## src/core/pin_function_defines.vh

```
// Offsets, field layouts, reset values and codes of the pin function selector
`ifndef PIN_FUNCTION_DEFINES_VH
`define PIN_FUNCTION_DEFINES_VH

// ----------------------------------------
// Register byte offsets
// ----------------------------------------
`define OFS_PORT_A_LOW_CTRL_1 5'h00
`define OFS_PORT_B_LOW_CTRL_1 5'h04
`define OFS_PORT_B_HIGH_CTRL 5'h08
`define OFS_PORT_C_LOW_CTRL 5'h0C
`define OFS_PIN_STATUS 5'h10

// ----------------------------------------
// Writable bit masks
// ----------------------------------------
`define MASK_FOUR_FIELDS 16'h7777
`define MASK_UPPER_FIELD 16'h0700
`define MASK_TWO_LOW_FIELDS 16'h0077

// ----------------------------------------
// Reset values and boot-dependent bits
// ----------------------------------------
`define RESET_CTRL 16'h0000
`define BOOT_BITS_PORT_B_LOW 16'h0011
`define BOOT_BITS_PORT_B_HIGH 16'h0100
`define BOOT_BITS_PORT_C_LOW 16'h0011
`define BOOT_LOAD_CYCLE 2'h2

// ----------------------------------------
// Field positions
// ----------------------------------------
`define FIELD_LINE3_LSB 12
`define FIELD_LINE6_LSB 8
`define FIELD_LINE5_LSB 4
`define FIELD_LINE4_LSB 0

// ----------------------------------------
// Function codes
// ----------------------------------------
`define CODE_PORT 3'h0
`define CODE_ONE 3'h1
`define CODE_TWO 3'h2
`define CODE_THREE 3'h3
`define CODE_FOUR 3'h4
`define CODE_FIVE 3'h5
`define CODE_SEVEN 3'h7

// ----------------------------------------
// Bus answers
// ----------------------------------------
`define RESP_OKAY 2'h0
`define RESP_SLVERR 2'h2

`endif

```

## src/core/port_pin_function_select.v

```verilog
// Pin function selector for multiplexed port pins, AXI4-Lite register slave
// Operation
// - Port A line 3 field 14:12: port, chip select 3, serial 1 rx, sync serial
// - Emulator select low forces port A line 3 to test mode select input
// - Reserved control bits read zero; software writes zero to them
// - Port B line 6 field 10:8: port, A18, bus ack, interrupt_request_five_in, disable3, rx0
// - Boot-marked bits reset to one in ROM-less external mode, else zero
// - Port C line 5 field 6:4: port or address bit 5 output
// - Port C line 4 field 2:0: port or address bit 4 output
// - Port A low register 1: four fields, gaps read zero, resets zero
// - Port B low register 1: same layout, bits 4 and 0 boot-dependent
`timescale 1ns/100ps
`include "pin_function_defines.vh"

module port_pin_function_select
(
	input wire sys_clk,
	input wire rst_b,
	input wire [4:0] s_axi_awaddr,
	input wire s_axi_awvalid,
	output reg s_axi_awready,
	input wire [31:0] s_axi_wdata,
	input wire [3:0] s_axi_wstrb,
	input wire s_axi_wvalid,
	output reg s_axi_wready,
	output reg [1:0] s_axi_bresp,
	output reg s_axi_bvalid,
	input wire s_axi_bready,
	input wire [4:0] s_axi_araddr,
	input wire s_axi_arvalid,
	output reg s_axi_arready,
	output reg [31:0] s_axi_rdata,
	output reg [1:0] s_axi_rresp,
	output reg s_axi_rvalid,
	input wire s_axi_rready,
	input wire ext_rom_disabled_strap,
	input wire emulator_select_input_n,
	input wire pa3_pin_in,
	output reg pa3_pin_out,
	output reg pa3_pin_oe,
	input wire pb6_pin_in,
	output reg pb6_pin_out,
	output reg pb6_pin_oe,
	input wire pc5_pin_in,
	output reg pc5_pin_out,
	output reg pc5_pin_oe,
	input wire pc4_pin_in,
	output reg pc4_pin_out,
	output reg pc4_pin_oe,
	input wire pa3_port_out,
	input wire pa3_port_oe,
	output reg pa3_port_in,
	input wire chip_select_three_out,
	output reg serial_one_receive_in,
	input wire sync_serial_data_out,
	input wire sync_serial_data_oe,
	output reg sync_serial_data_in,
	output reg test_mode_select_in,
	input wire pb6_port_out,
	input wire pb6_port_oe,
	output reg pb6_port_in,
	input wire address_bit_eighteen,
	output reg bus_ack_in,
	output reg interrupt_request_five_in,
	input wire output_disable_three_out,
	input wire output_disable_three_oe,
	output reg output_disable_three_in,
	output reg serial_zero_receive_in,
	input wire pc5_port_out,
	input wire pc5_port_oe,
	output reg pc5_port_in,
	input wire address_bit_five,
	input wire pc4_port_out,
	input wire pc4_port_oe,
	output reg pc4_port_in,
	input wire address_bit_four
);

// ----------------------------------------
// Helpers
// ----------------------------------------
function [15:0] merge_write;
	input [15:0] old;
	input [31:0] data;
	input [3:0] strb;
	input [15:0] mask;
	reg [15:0] lanes;
	begin
		lanes = {{8{strb[1]}}, {8{strb[0]}}};
		merge_write = ((old & ~lanes) | (data[15:0] & lanes)) & mask;
	end
endfunction

function [2:0] field_at;
	input [15:0] reg_value;
	input integer lsb;
	begin
		field_at = reg_value[lsb +: 3];
	end
endfunction

// ----------------------------------------
// Pin synchronisers and boot capture
// ----------------------------------------
reg [5:0] sync_1_q;
reg [5:0] sync_2_q;
reg [1:0] boot_cnt_q;
reg boot_done_q;
reg boot_ext_q;
wire pa3_s = sync_2_q[0];
wire pb6_s = sync_2_q[1];
wire pc5_s = sync_2_q[2];
wire pc4_s = sync_2_q[3];
wire emu_sel_n_s = sync_2_q[4];
wire strap_s = sync_2_q[5];
wire boot_load = !boot_done_q && (boot_cnt_q == `BOOT_LOAD_CYCLE);

always @(posedge sys_clk or negedge rst_b)
begin
	if (!rst_b)
	begin
		// Idle-high start so no false pin level follows reset
		sync_1_q <= 6'h3F;
		sync_2_q <= 6'h3F;
		boot_cnt_q <= 2'h0;
		{boot_done_q, boot_ext_q} <= 2'h0;
	end
	else
	begin
		sync_1_q <= {ext_rom_disabled_strap, emulator_select_input_n,
			pc4_pin_in, pc5_pin_in, pb6_pin_in, pa3_pin_in};
		sync_2_q <= sync_1_q;
		if (!boot_done_q)
			boot_cnt_q <= boot_cnt_q + 2'h1;
		if (boot_load)
			{boot_done_q, boot_ext_q} <= {1'b1, strap_s};
	end
end

// ----------------------------------------
// Control registers
// ----------------------------------------
reg [15:0] port_a_low_function_ctrl_1_q;
reg [15:0] port_b_low_function_ctrl_1_q;
reg [15:0] port_b_high_function_ctrl_q;
reg [15:0] port_c_low_function_ctrl_q;
reg aw_held_q;
reg [4:0] aw_addr_q;
reg w_held_q;
reg [31:0] w_data_q;
reg [3:0] w_strb_q;
wire aw_take = s_axi_awvalid && s_axi_awready;
wire w_take = s_axi_wvalid && s_axi_wready;
wire commit = aw_held_q && w_held_q && !s_axi_bvalid;
wire b_done = s_axi_bvalid && s_axi_bready;
wire aw_held_d = (aw_held_q || aw_take) && !commit;
wire w_held_d = (w_held_q || w_take) && !commit;
wire bvalid_d = commit || (s_axi_bvalid && !b_done);
wire wr_hit = (aw_addr_q <= `OFS_PIN_STATUS) && (aw_addr_q[1:0] == 2'h0);

always @(posedge sys_clk or negedge rst_b)
begin
	if (!rst_b)
	begin
		port_a_low_function_ctrl_1_q <= `RESET_CTRL;
		port_b_low_function_ctrl_1_q <= `RESET_CTRL;
		port_b_high_function_ctrl_q <= `RESET_CTRL;
		port_c_low_function_ctrl_q <= `RESET_CTRL;
		{aw_held_q, w_held_q} <= 2'h0;
		aw_addr_q <= 5'h00;
		w_data_q <= 32'h00000000;
		w_strb_q <= 4'h0;
		{s_axi_awready, s_axi_wready, s_axi_bvalid} <= 3'h0;
		s_axi_bresp <= `RESP_OKAY;
	end
	else
	begin
		if (boot_load && strap_s)
		begin
			port_b_low_function_ctrl_1_q <= `BOOT_BITS_PORT_B_LOW;
			port_b_high_function_ctrl_q <= `BOOT_BITS_PORT_B_HIGH;
			port_c_low_function_ctrl_q <= `BOOT_BITS_PORT_C_LOW;
		end
		if (aw_take)
			aw_addr_q <= s_axi_awaddr;
		if (w_take)
		begin
			w_data_q <= s_axi_wdata;
			w_strb_q <= s_axi_wstrb;
		end
		aw_held_q <= aw_held_d;
		w_held_q <= w_held_d;
		s_axi_awready <= boot_done_q && !aw_held_d && !bvalid_d;
		s_axi_wready <= boot_done_q && !w_held_d && !bvalid_d;
		s_axi_bvalid <= bvalid_d;
		if (commit)
		begin
			s_axi_bresp <= wr_hit ? `RESP_OKAY : `RESP_SLVERR;
			case (aw_addr_q)
				`OFS_PORT_A_LOW_CTRL_1: port_a_low_function_ctrl_1_q <=
					merge_write(port_a_low_function_ctrl_1_q, w_data_q,
					w_strb_q, `MASK_FOUR_FIELDS);
				`OFS_PORT_B_LOW_CTRL_1: port_b_low_function_ctrl_1_q <=
					merge_write(port_b_low_function_ctrl_1_q, w_data_q,
					w_strb_q, `MASK_FOUR_FIELDS);
				`OFS_PORT_B_HIGH_CTRL: port_b_high_function_ctrl_q <=
					merge_write(port_b_high_function_ctrl_q, w_data_q,
					w_strb_q, `MASK_UPPER_FIELD);
				`OFS_PORT_C_LOW_CTRL: port_c_low_function_ctrl_q <=
					merge_write(port_c_low_function_ctrl_q, w_data_q,
					w_strb_q, `MASK_TWO_LOW_FIELDS);
				default: ;
			endcase
		end
	end
end

// ----------------------------------------
// Read channel
// ----------------------------------------
wire ar_take = s_axi_arvalid && s_axi_arready;
wire r_done = s_axi_rvalid && s_axi_rready;
wire rvalid_d = ar_take || (s_axi_rvalid && !r_done);
reg [31:0] rd_value;
reg rd_hit;

always @*
begin
	rd_hit = 1'b1;
	case (s_axi_araddr)
		`OFS_PORT_A_LOW_CTRL_1: rd_value = {16'h0000, port_a_low_function_ctrl_1_q};
		`OFS_PORT_B_LOW_CTRL_1: rd_value = {16'h0000, port_b_low_function_ctrl_1_q};
		`OFS_PORT_B_HIGH_CTRL: rd_value = {16'h0000, port_b_high_function_ctrl_q};
		`OFS_PORT_C_LOW_CTRL: rd_value = {16'h0000, port_c_low_function_ctrl_q};
		`OFS_PIN_STATUS: rd_value = {29'h0, boot_done_q, boot_ext_q, !emu_sel_n_s};
		default: {rd_hit, rd_value} = {1'b0, 32'h00000000};
	endcase
end

always @(posedge sys_clk or negedge rst_b)
begin
	if (!rst_b)
	begin
		{s_axi_arready, s_axi_rvalid} <= 2'h0;
		s_axi_rdata <= 32'h00000000;
		s_axi_rresp <= `RESP_OKAY;
	end
	else
	begin
		s_axi_arready <= boot_done_q && !rvalid_d;
		s_axi_rvalid <= rvalid_d;
		if (ar_take)
		begin
			s_axi_rdata <= rd_value;
			s_axi_rresp <= rd_hit ? `RESP_OKAY : `RESP_SLVERR;
		end
	end
end

// ----------------------------------------
// Pin routing
// ----------------------------------------
wire [2:0] pa3_fn = field_at(port_a_low_function_ctrl_1_q, `FIELD_LINE3_LSB);
wire [2:0] pb6_fn = field_at(port_b_high_function_ctrl_q, `FIELD_LINE6_LSB);
wire [2:0] pc5_fn = field_at(port_c_low_function_ctrl_q, `FIELD_LINE5_LSB);
wire [2:0] pc4_fn = field_at(port_c_low_function_ctrl_q, `FIELD_LINE4_LSB);
reg pa3_out_d;
reg pa3_oe_d;
reg pb6_out_d;
reg pb6_oe_d;
reg pc5_out_d;
reg pc5_oe_d;
reg pc4_out_d;
reg pc4_oe_d;

always @*
begin
	// Prohibited codes leave the pin undriven
	{pa3_out_d, pa3_oe_d} = 2'h0;
	if (emu_sel_n_s)
	begin
		case (pa3_fn)
			`CODE_PORT: {pa3_out_d, pa3_oe_d} = {pa3_port_out, pa3_port_oe};
			`CODE_ONE: {pa3_out_d, pa3_oe_d} = {chip_select_three_out, 1'b1};
			`CODE_SEVEN: {pa3_out_d, pa3_oe_d} =
				{sync_serial_data_out, sync_serial_data_oe};
			default: ;
		endcase
	end
	{pb6_out_d, pb6_oe_d} = 2'h0;
	case (pb6_fn)
		`CODE_PORT: {pb6_out_d, pb6_oe_d} = {pb6_port_out, pb6_port_oe};
		`CODE_ONE: {pb6_out_d, pb6_oe_d} = {address_bit_eighteen, 1'b1};
		`CODE_FOUR: {pb6_out_d, pb6_oe_d} =
			{output_disable_three_out, output_disable_three_oe};
		default: ;
	endcase
	pc5_out_d = (pc5_fn == `CODE_ONE) ? address_bit_five : pc5_port_out;
	pc5_oe_d = (pc5_fn == `CODE_ONE) | ((pc5_fn == `CODE_PORT) & pc5_port_oe);
	pc4_out_d = (pc4_fn == `CODE_ONE) ? address_bit_four : pc4_port_out;
	pc4_oe_d = (pc4_fn == `CODE_ONE) | ((pc4_fn == `CODE_PORT) & pc4_port_oe);
end

always @(posedge sys_clk or negedge rst_b)
begin
	if (!rst_b)
	begin
		{pa3_pin_out, pa3_pin_oe, pb6_pin_out, pb6_pin_oe} <= 4'h0;
		{pc5_pin_out, pc5_pin_oe, pc4_pin_out, pc4_pin_oe} <= 4'h0;
		{pa3_port_in, pb6_port_in, pc5_port_in, pc4_port_in} <= 4'hF;
		{serial_one_receive_in, sync_serial_data_in, test_mode_select_in} <= 3'h7;
		{bus_ack_in, interrupt_request_five_in, output_disable_three_in} <= 3'h7;
		serial_zero_receive_in <= 1'b1;
	end
	else
	begin
		{pa3_pin_out, pa3_pin_oe} <= {pa3_out_d, pa3_oe_d};
		{pb6_pin_out, pb6_pin_oe} <= {pb6_out_d, pb6_oe_d};
		{pc5_pin_out, pc5_pin_oe} <= {pc5_out_d, pc5_oe_d};
		{pc4_pin_out, pc4_pin_oe} <= {pc4_out_d, pc4_oe_d};
		// Port inputs always see the pin; unselected peripherals idle high
		{pa3_port_in, pb6_port_in, pc5_port_in, pc4_port_in} <= {pa3_s, pb6_s, pc5_s, pc4_s};
		test_mode_select_in <= emu_sel_n_s | pa3_s;
		serial_one_receive_in <= !emu_sel_n_s | (pa3_fn != `CODE_FIVE) | pa3_s;
		sync_serial_data_in <= !emu_sel_n_s | (pa3_fn != `CODE_SEVEN) | pa3_s;
		bus_ack_in <= (pb6_fn != `CODE_TWO) | pb6_s;
		interrupt_request_five_in <= (pb6_fn != `CODE_THREE) | pb6_s;
		output_disable_three_in <= (pb6_fn != `CODE_FOUR) | pb6_s;
		serial_zero_receive_in <= (pb6_fn != `CODE_FIVE) | pb6_s;
	end
end

endmodule

```

## config.mk

```make
export PLATFORM = sky130hd
export DESIGN_NAME = port_pin_function_select
export DESIGN_NICKNAME = d
export VERILOG_FILES = /design/src/core/port_pin_function_select.v
export VERILOG_INCLUDE_DIRS = /design/src /design/src/core
export SDC_FILE = /design/constraint.sdc
export NUM_CORES = 1
export LEC_CHECK = 0
export BUFFER_PORTS_ARGS = -buffer_cell sky130_fd_sc_hd__buf_2
export CAP_MARGIN = 20
export CELL_PAD_IN_SITES_DETAIL_PLACEMENT = 0
export CELL_PAD_IN_SITES_GLOBAL_PLACEMENT = 1
export CORE_MARGIN = 2
export CORE_UTILIZATION = 43
export CTS_CLUSTER_DIAMETER = 100
export DETAILED_ROUTE_END_ITERATION = 10
export PLACE_DENSITY = 0.78
export SYNTH_ARGS = -nofsm -noshare
export SYNTH_HDL_FRONTEND = slang
export SYNTH_SLANG_ARGS = --single-unit
```

## constraint.sdc

```tcl
create_clock -name sys_clk -period 1.8 [get_ports sys_clk]
set_input_delay 0.18 -clock sys_clk [delete_from_list [all_inputs] [get_ports sys_clk]]
set_output_delay 0.18 -clock sys_clk [all_outputs]
set_load 0.005 [all_outputs]
```

==> results.json <==
{
  "worstSetupPathType": "flip-flop to flip-flop",
  "cts-buffers-inserted": 17,
  "r2r_cells": 6,
  "tns_ns": 0,
  "antenna_cells": 0,
  "core_area_um2": 13100,
  "synth-edff-count": 0,
  "wl_mm": 11.9,
  "wire_per_inst_um": 16.1,
  "drcViolationCount": 0,
  "drt-initial-drc-count": 159,
  "dp_hpwl_mm": 8.13,
  "synth_warnings": 0,
  "worst_ep_required_time_ns": 2.09,
  "netlist_area_um2": 5730,
  "cp-startpoint": "boot_cnt_q[0]",
  "post-cts-setup-buffers": 0,
  "worstPathBufferInverterCount": 1,
  "maxSlewHeadroom": 0.615,
  "p_comb_frac": 0.177,
  "cts_hold_buf": 27,
  "final-hold-violation-count": 0,
  "routabilityCongestion": 0.803,
  "rows": 42,
  "die_x_um": 119,
  "vdd_drop_max_v": 0.000601,
  "synth.avg_cell_area_um2": 13.8,
  "path_clk_slew_ns": 0.06,
  "cp_max_fo": 6,
  "cp-end-kind": "flip-flop",
  "syn_to_final_growth_pct": 26.5,
  "grt_pass1_wl_mm": 19.7,
  "cp_slowest_cell": "dfrtp_1",
  "worstReg2RegStart": "boot_cnt_q[0]",
  "cpPeakStageDelay_ns": 0.39,
  "async_reset_ff_frac": 1.00,
  "syn_inst": 415,
  "via_per_inst": 5.00,
  "switchingPower_mw": 2.62,
  "first_pass_iters": 4,
  "hold_class": "primary input to flip-flop",
  "clk_path_buf_depth": 2,
  "cap_violations": 0,
  "portBuffers": 94,
  "grt_max_degree": 47,
  "place_inst": 679,
  "tightest_slew_ns": 0.577,
  "grt_pass1_vias": 3883,
  "start_util": 0.436,
  "clk_latency_ns": 0.41,
  "grt_usage": 0.178,
  "grt-ovfl-total": 0,
  "fmax_mhz": 605,
  "antenna_found_initial": 0,
  "root_buffer": "clkbuf_16",
  "antenna_left": 0,
  "route.vias.total": 3687,
  "leakagePower_nw": 3.48,
  "chipHeight_um": 119,
  "cts-resized-gates": 0,
  "finalCriticalPeriod_ns": 1.65,
  "h-tree-depth": 4,
  "fin_crit_sh": 0.918,
  "synth_cell_type_count": 59,
  "fillerInstances": 1102,
  "finalSetupViolCount": 0,
  "hold_depth": 2,
  "rsz0062_at_grt": "no",
  "synthFlopType": "dfrtp_1",
  "synth_fa_ha_area_frac": 0.00218,
  "hold_path_end": "w_strb_q[0]",
  "synthMuxAreaShare": 0.139,
  "crit_arrival_ns": 1.94,
  "crit_family": "compound AO/OA/AOI/OAI gates",
  "seq_area_frac_synth": 0.612,
  "cts_tree": "built",
  "p_int_mw": 7.10,
  "drv_slew": 0,
  "finClkSkew_ns": 0.00832,
  "ys_seq_elements": 139,
  "clock-sinks": 139,
  "ios": 135,
  "worstSetupStartpointType": "flip-flop",
  "synth-simple-area-share": 0.110,
  "synth-compound-area-share": 0.0873,
  "instances_no_fill": 738,
  "status": "completed",
  "final_nets": 625,
  "drive_gt1_frac": 0.395,
  "sw_frac_of_total": 0.270,
  "min-delay-start": "s_axi_wstrb[0]",
  "crit_path_cell_trace": "inv_1 > ha_1 > and3b_2 > a31oi_1 > o21bai_4 > a22o_1",
  "synthXorXnorAreaFrac": 0.00153,
  "synth_top_family_by_area": "multiplexers",
  "p_clk_frac": 0.367,
  "ff2ff_setup_slack_ns": 0.15,
  "seqPwrFrac": 0.456,
  "dieArea_um2": 14300,
  "cellPowerDensity_nw_per_um2": 1340
}
power by group through the flow:
stage	logic [mW]	registers [mW]	clock network, mW
floorplan	1.25	4.30	0
CTS	1.74	4.44	3.64
global placement	1.62	4.45	0
global route	1.92	4.55	3.77
detailed placement	1.67	4.49	0
finish	1.72	4.44	3.57
synthesized netlist by cell type (2+ instances only):
cell type / count / area (um^2)
dfrtp_1: 116 / 2900
mux2_2: 28 / 315
and2_1: 24 / 150
a22o_1: 23 / 201
dfstp_2: 23 / 604
buf_4: 20 / 150
nand2_1: 20 / 75.1
inv_1: 14 / 52.6
nor2_1: 13 / 48.8
mux2_4: 12 / 180
o21ai_0: 10 / 50.1
mux4_2: 9 / 203
and3_1: 8 / 50.1
a22oi_1: 7 / 52.6
buf_2: 7 / 35.0
nand3_1: 6 / 30.0
a31oi_1: 5 / 31.3
clkbuf_1: 5 / 18.8
a21oi_1: 4 / 20.0
mux2i_1: 4 / 40.0
nand3b_1: 4 / 30.0
nand3_4: 3 / 52.6
nor2b_1: 3 / 18.8
nor3b_1: 3 / 22.5
o21a_1: 3 / 22.5
o21ai_1: 3 / 15.0
a32o_1: 2 / 20.0
mux2i_4: 2 / 45.0
nand4b_1: 2 / 17.5
nor3_1: 2 / 10.0
o22ai_1: 2 / 12.5
per-stage QoR:
step / instance area, um^2 / worst slack, ns / power, mW / hold WS, ns / utilization
after floorplan: 5800 / 0.329 / 5.55 / -0.116 / -
after global placement: 6370 / 0.181 / 6.07 / 0.131 / 0.485
after detailed placement: 6370 / 0.167 / 6.16 / 0.137 / 0.485
after CTS: 7250 / 0.141 / 9.82 / 0.000353 / 0.552
after global routing: 7250 / 0.0483 / 10.2 / 0.00235 / 0.552
final: 7250 / 0.148 / 9.73 / 0.0114 / 0.552
worst max path at each step:
stage                          end  slack, ns  cells past startpoint
floorplan                flip-flop       0.33                      6
global placement    s_axi_rresp[1]       0.18                      4
detailed placement  s_axi_rresp[1]       0.17                      4
CTS                      flip-flop       0.14                      6
global route             flip-flop       0.05                      6
finish                   flip-flop       0.15                      6
layout by cell type, fill, tap and decap left out, types with 14 or more instances in the layout:
cell,netlist,routed
inv_1,14,14
dlygate4sd3_1,0,27
and2_1,24,24
mux2_2,28,28
conb_1,1,18
a22o_1,23,23
dfstp_2,23,23
nand2_1,20,20
dfrtp_1,116,116
buf_2,7,93
clkbuf_16,0,17
per-layer routing:
layer	GRT usage	vias up	wire length (um)
met1	0.232	1868	5310
met3	0.0474	19	446
met4	0.0603	0	218
li1	-	1717	-
met2	0.291	83	5930
met5	0	-	0
final cells by class:
type / instances / area [um^2] / area share
clock buffer: 21 / 470 / 0.0649
clock inverter: 11 / 143 / 0.0197
inverter: 14 / 52.6 / 0.00725
multi-input combinational: 245 / 2020 / 0.278
sequential: 139 / 3510 / 0.484
tap: 176 / 220 / 0.0304
timing repair buffer: 132 / 842 / 0.116
kinds of logic after synthesis:
logic type | count (synthesis)
simple gates | 102
xor+xnor | 1
other cells | 1
compound gates | 67
buf+inv | 48
fa+ha+maj | 1
flops | 139
mux | 56
(Power assumes the default switching activity.)
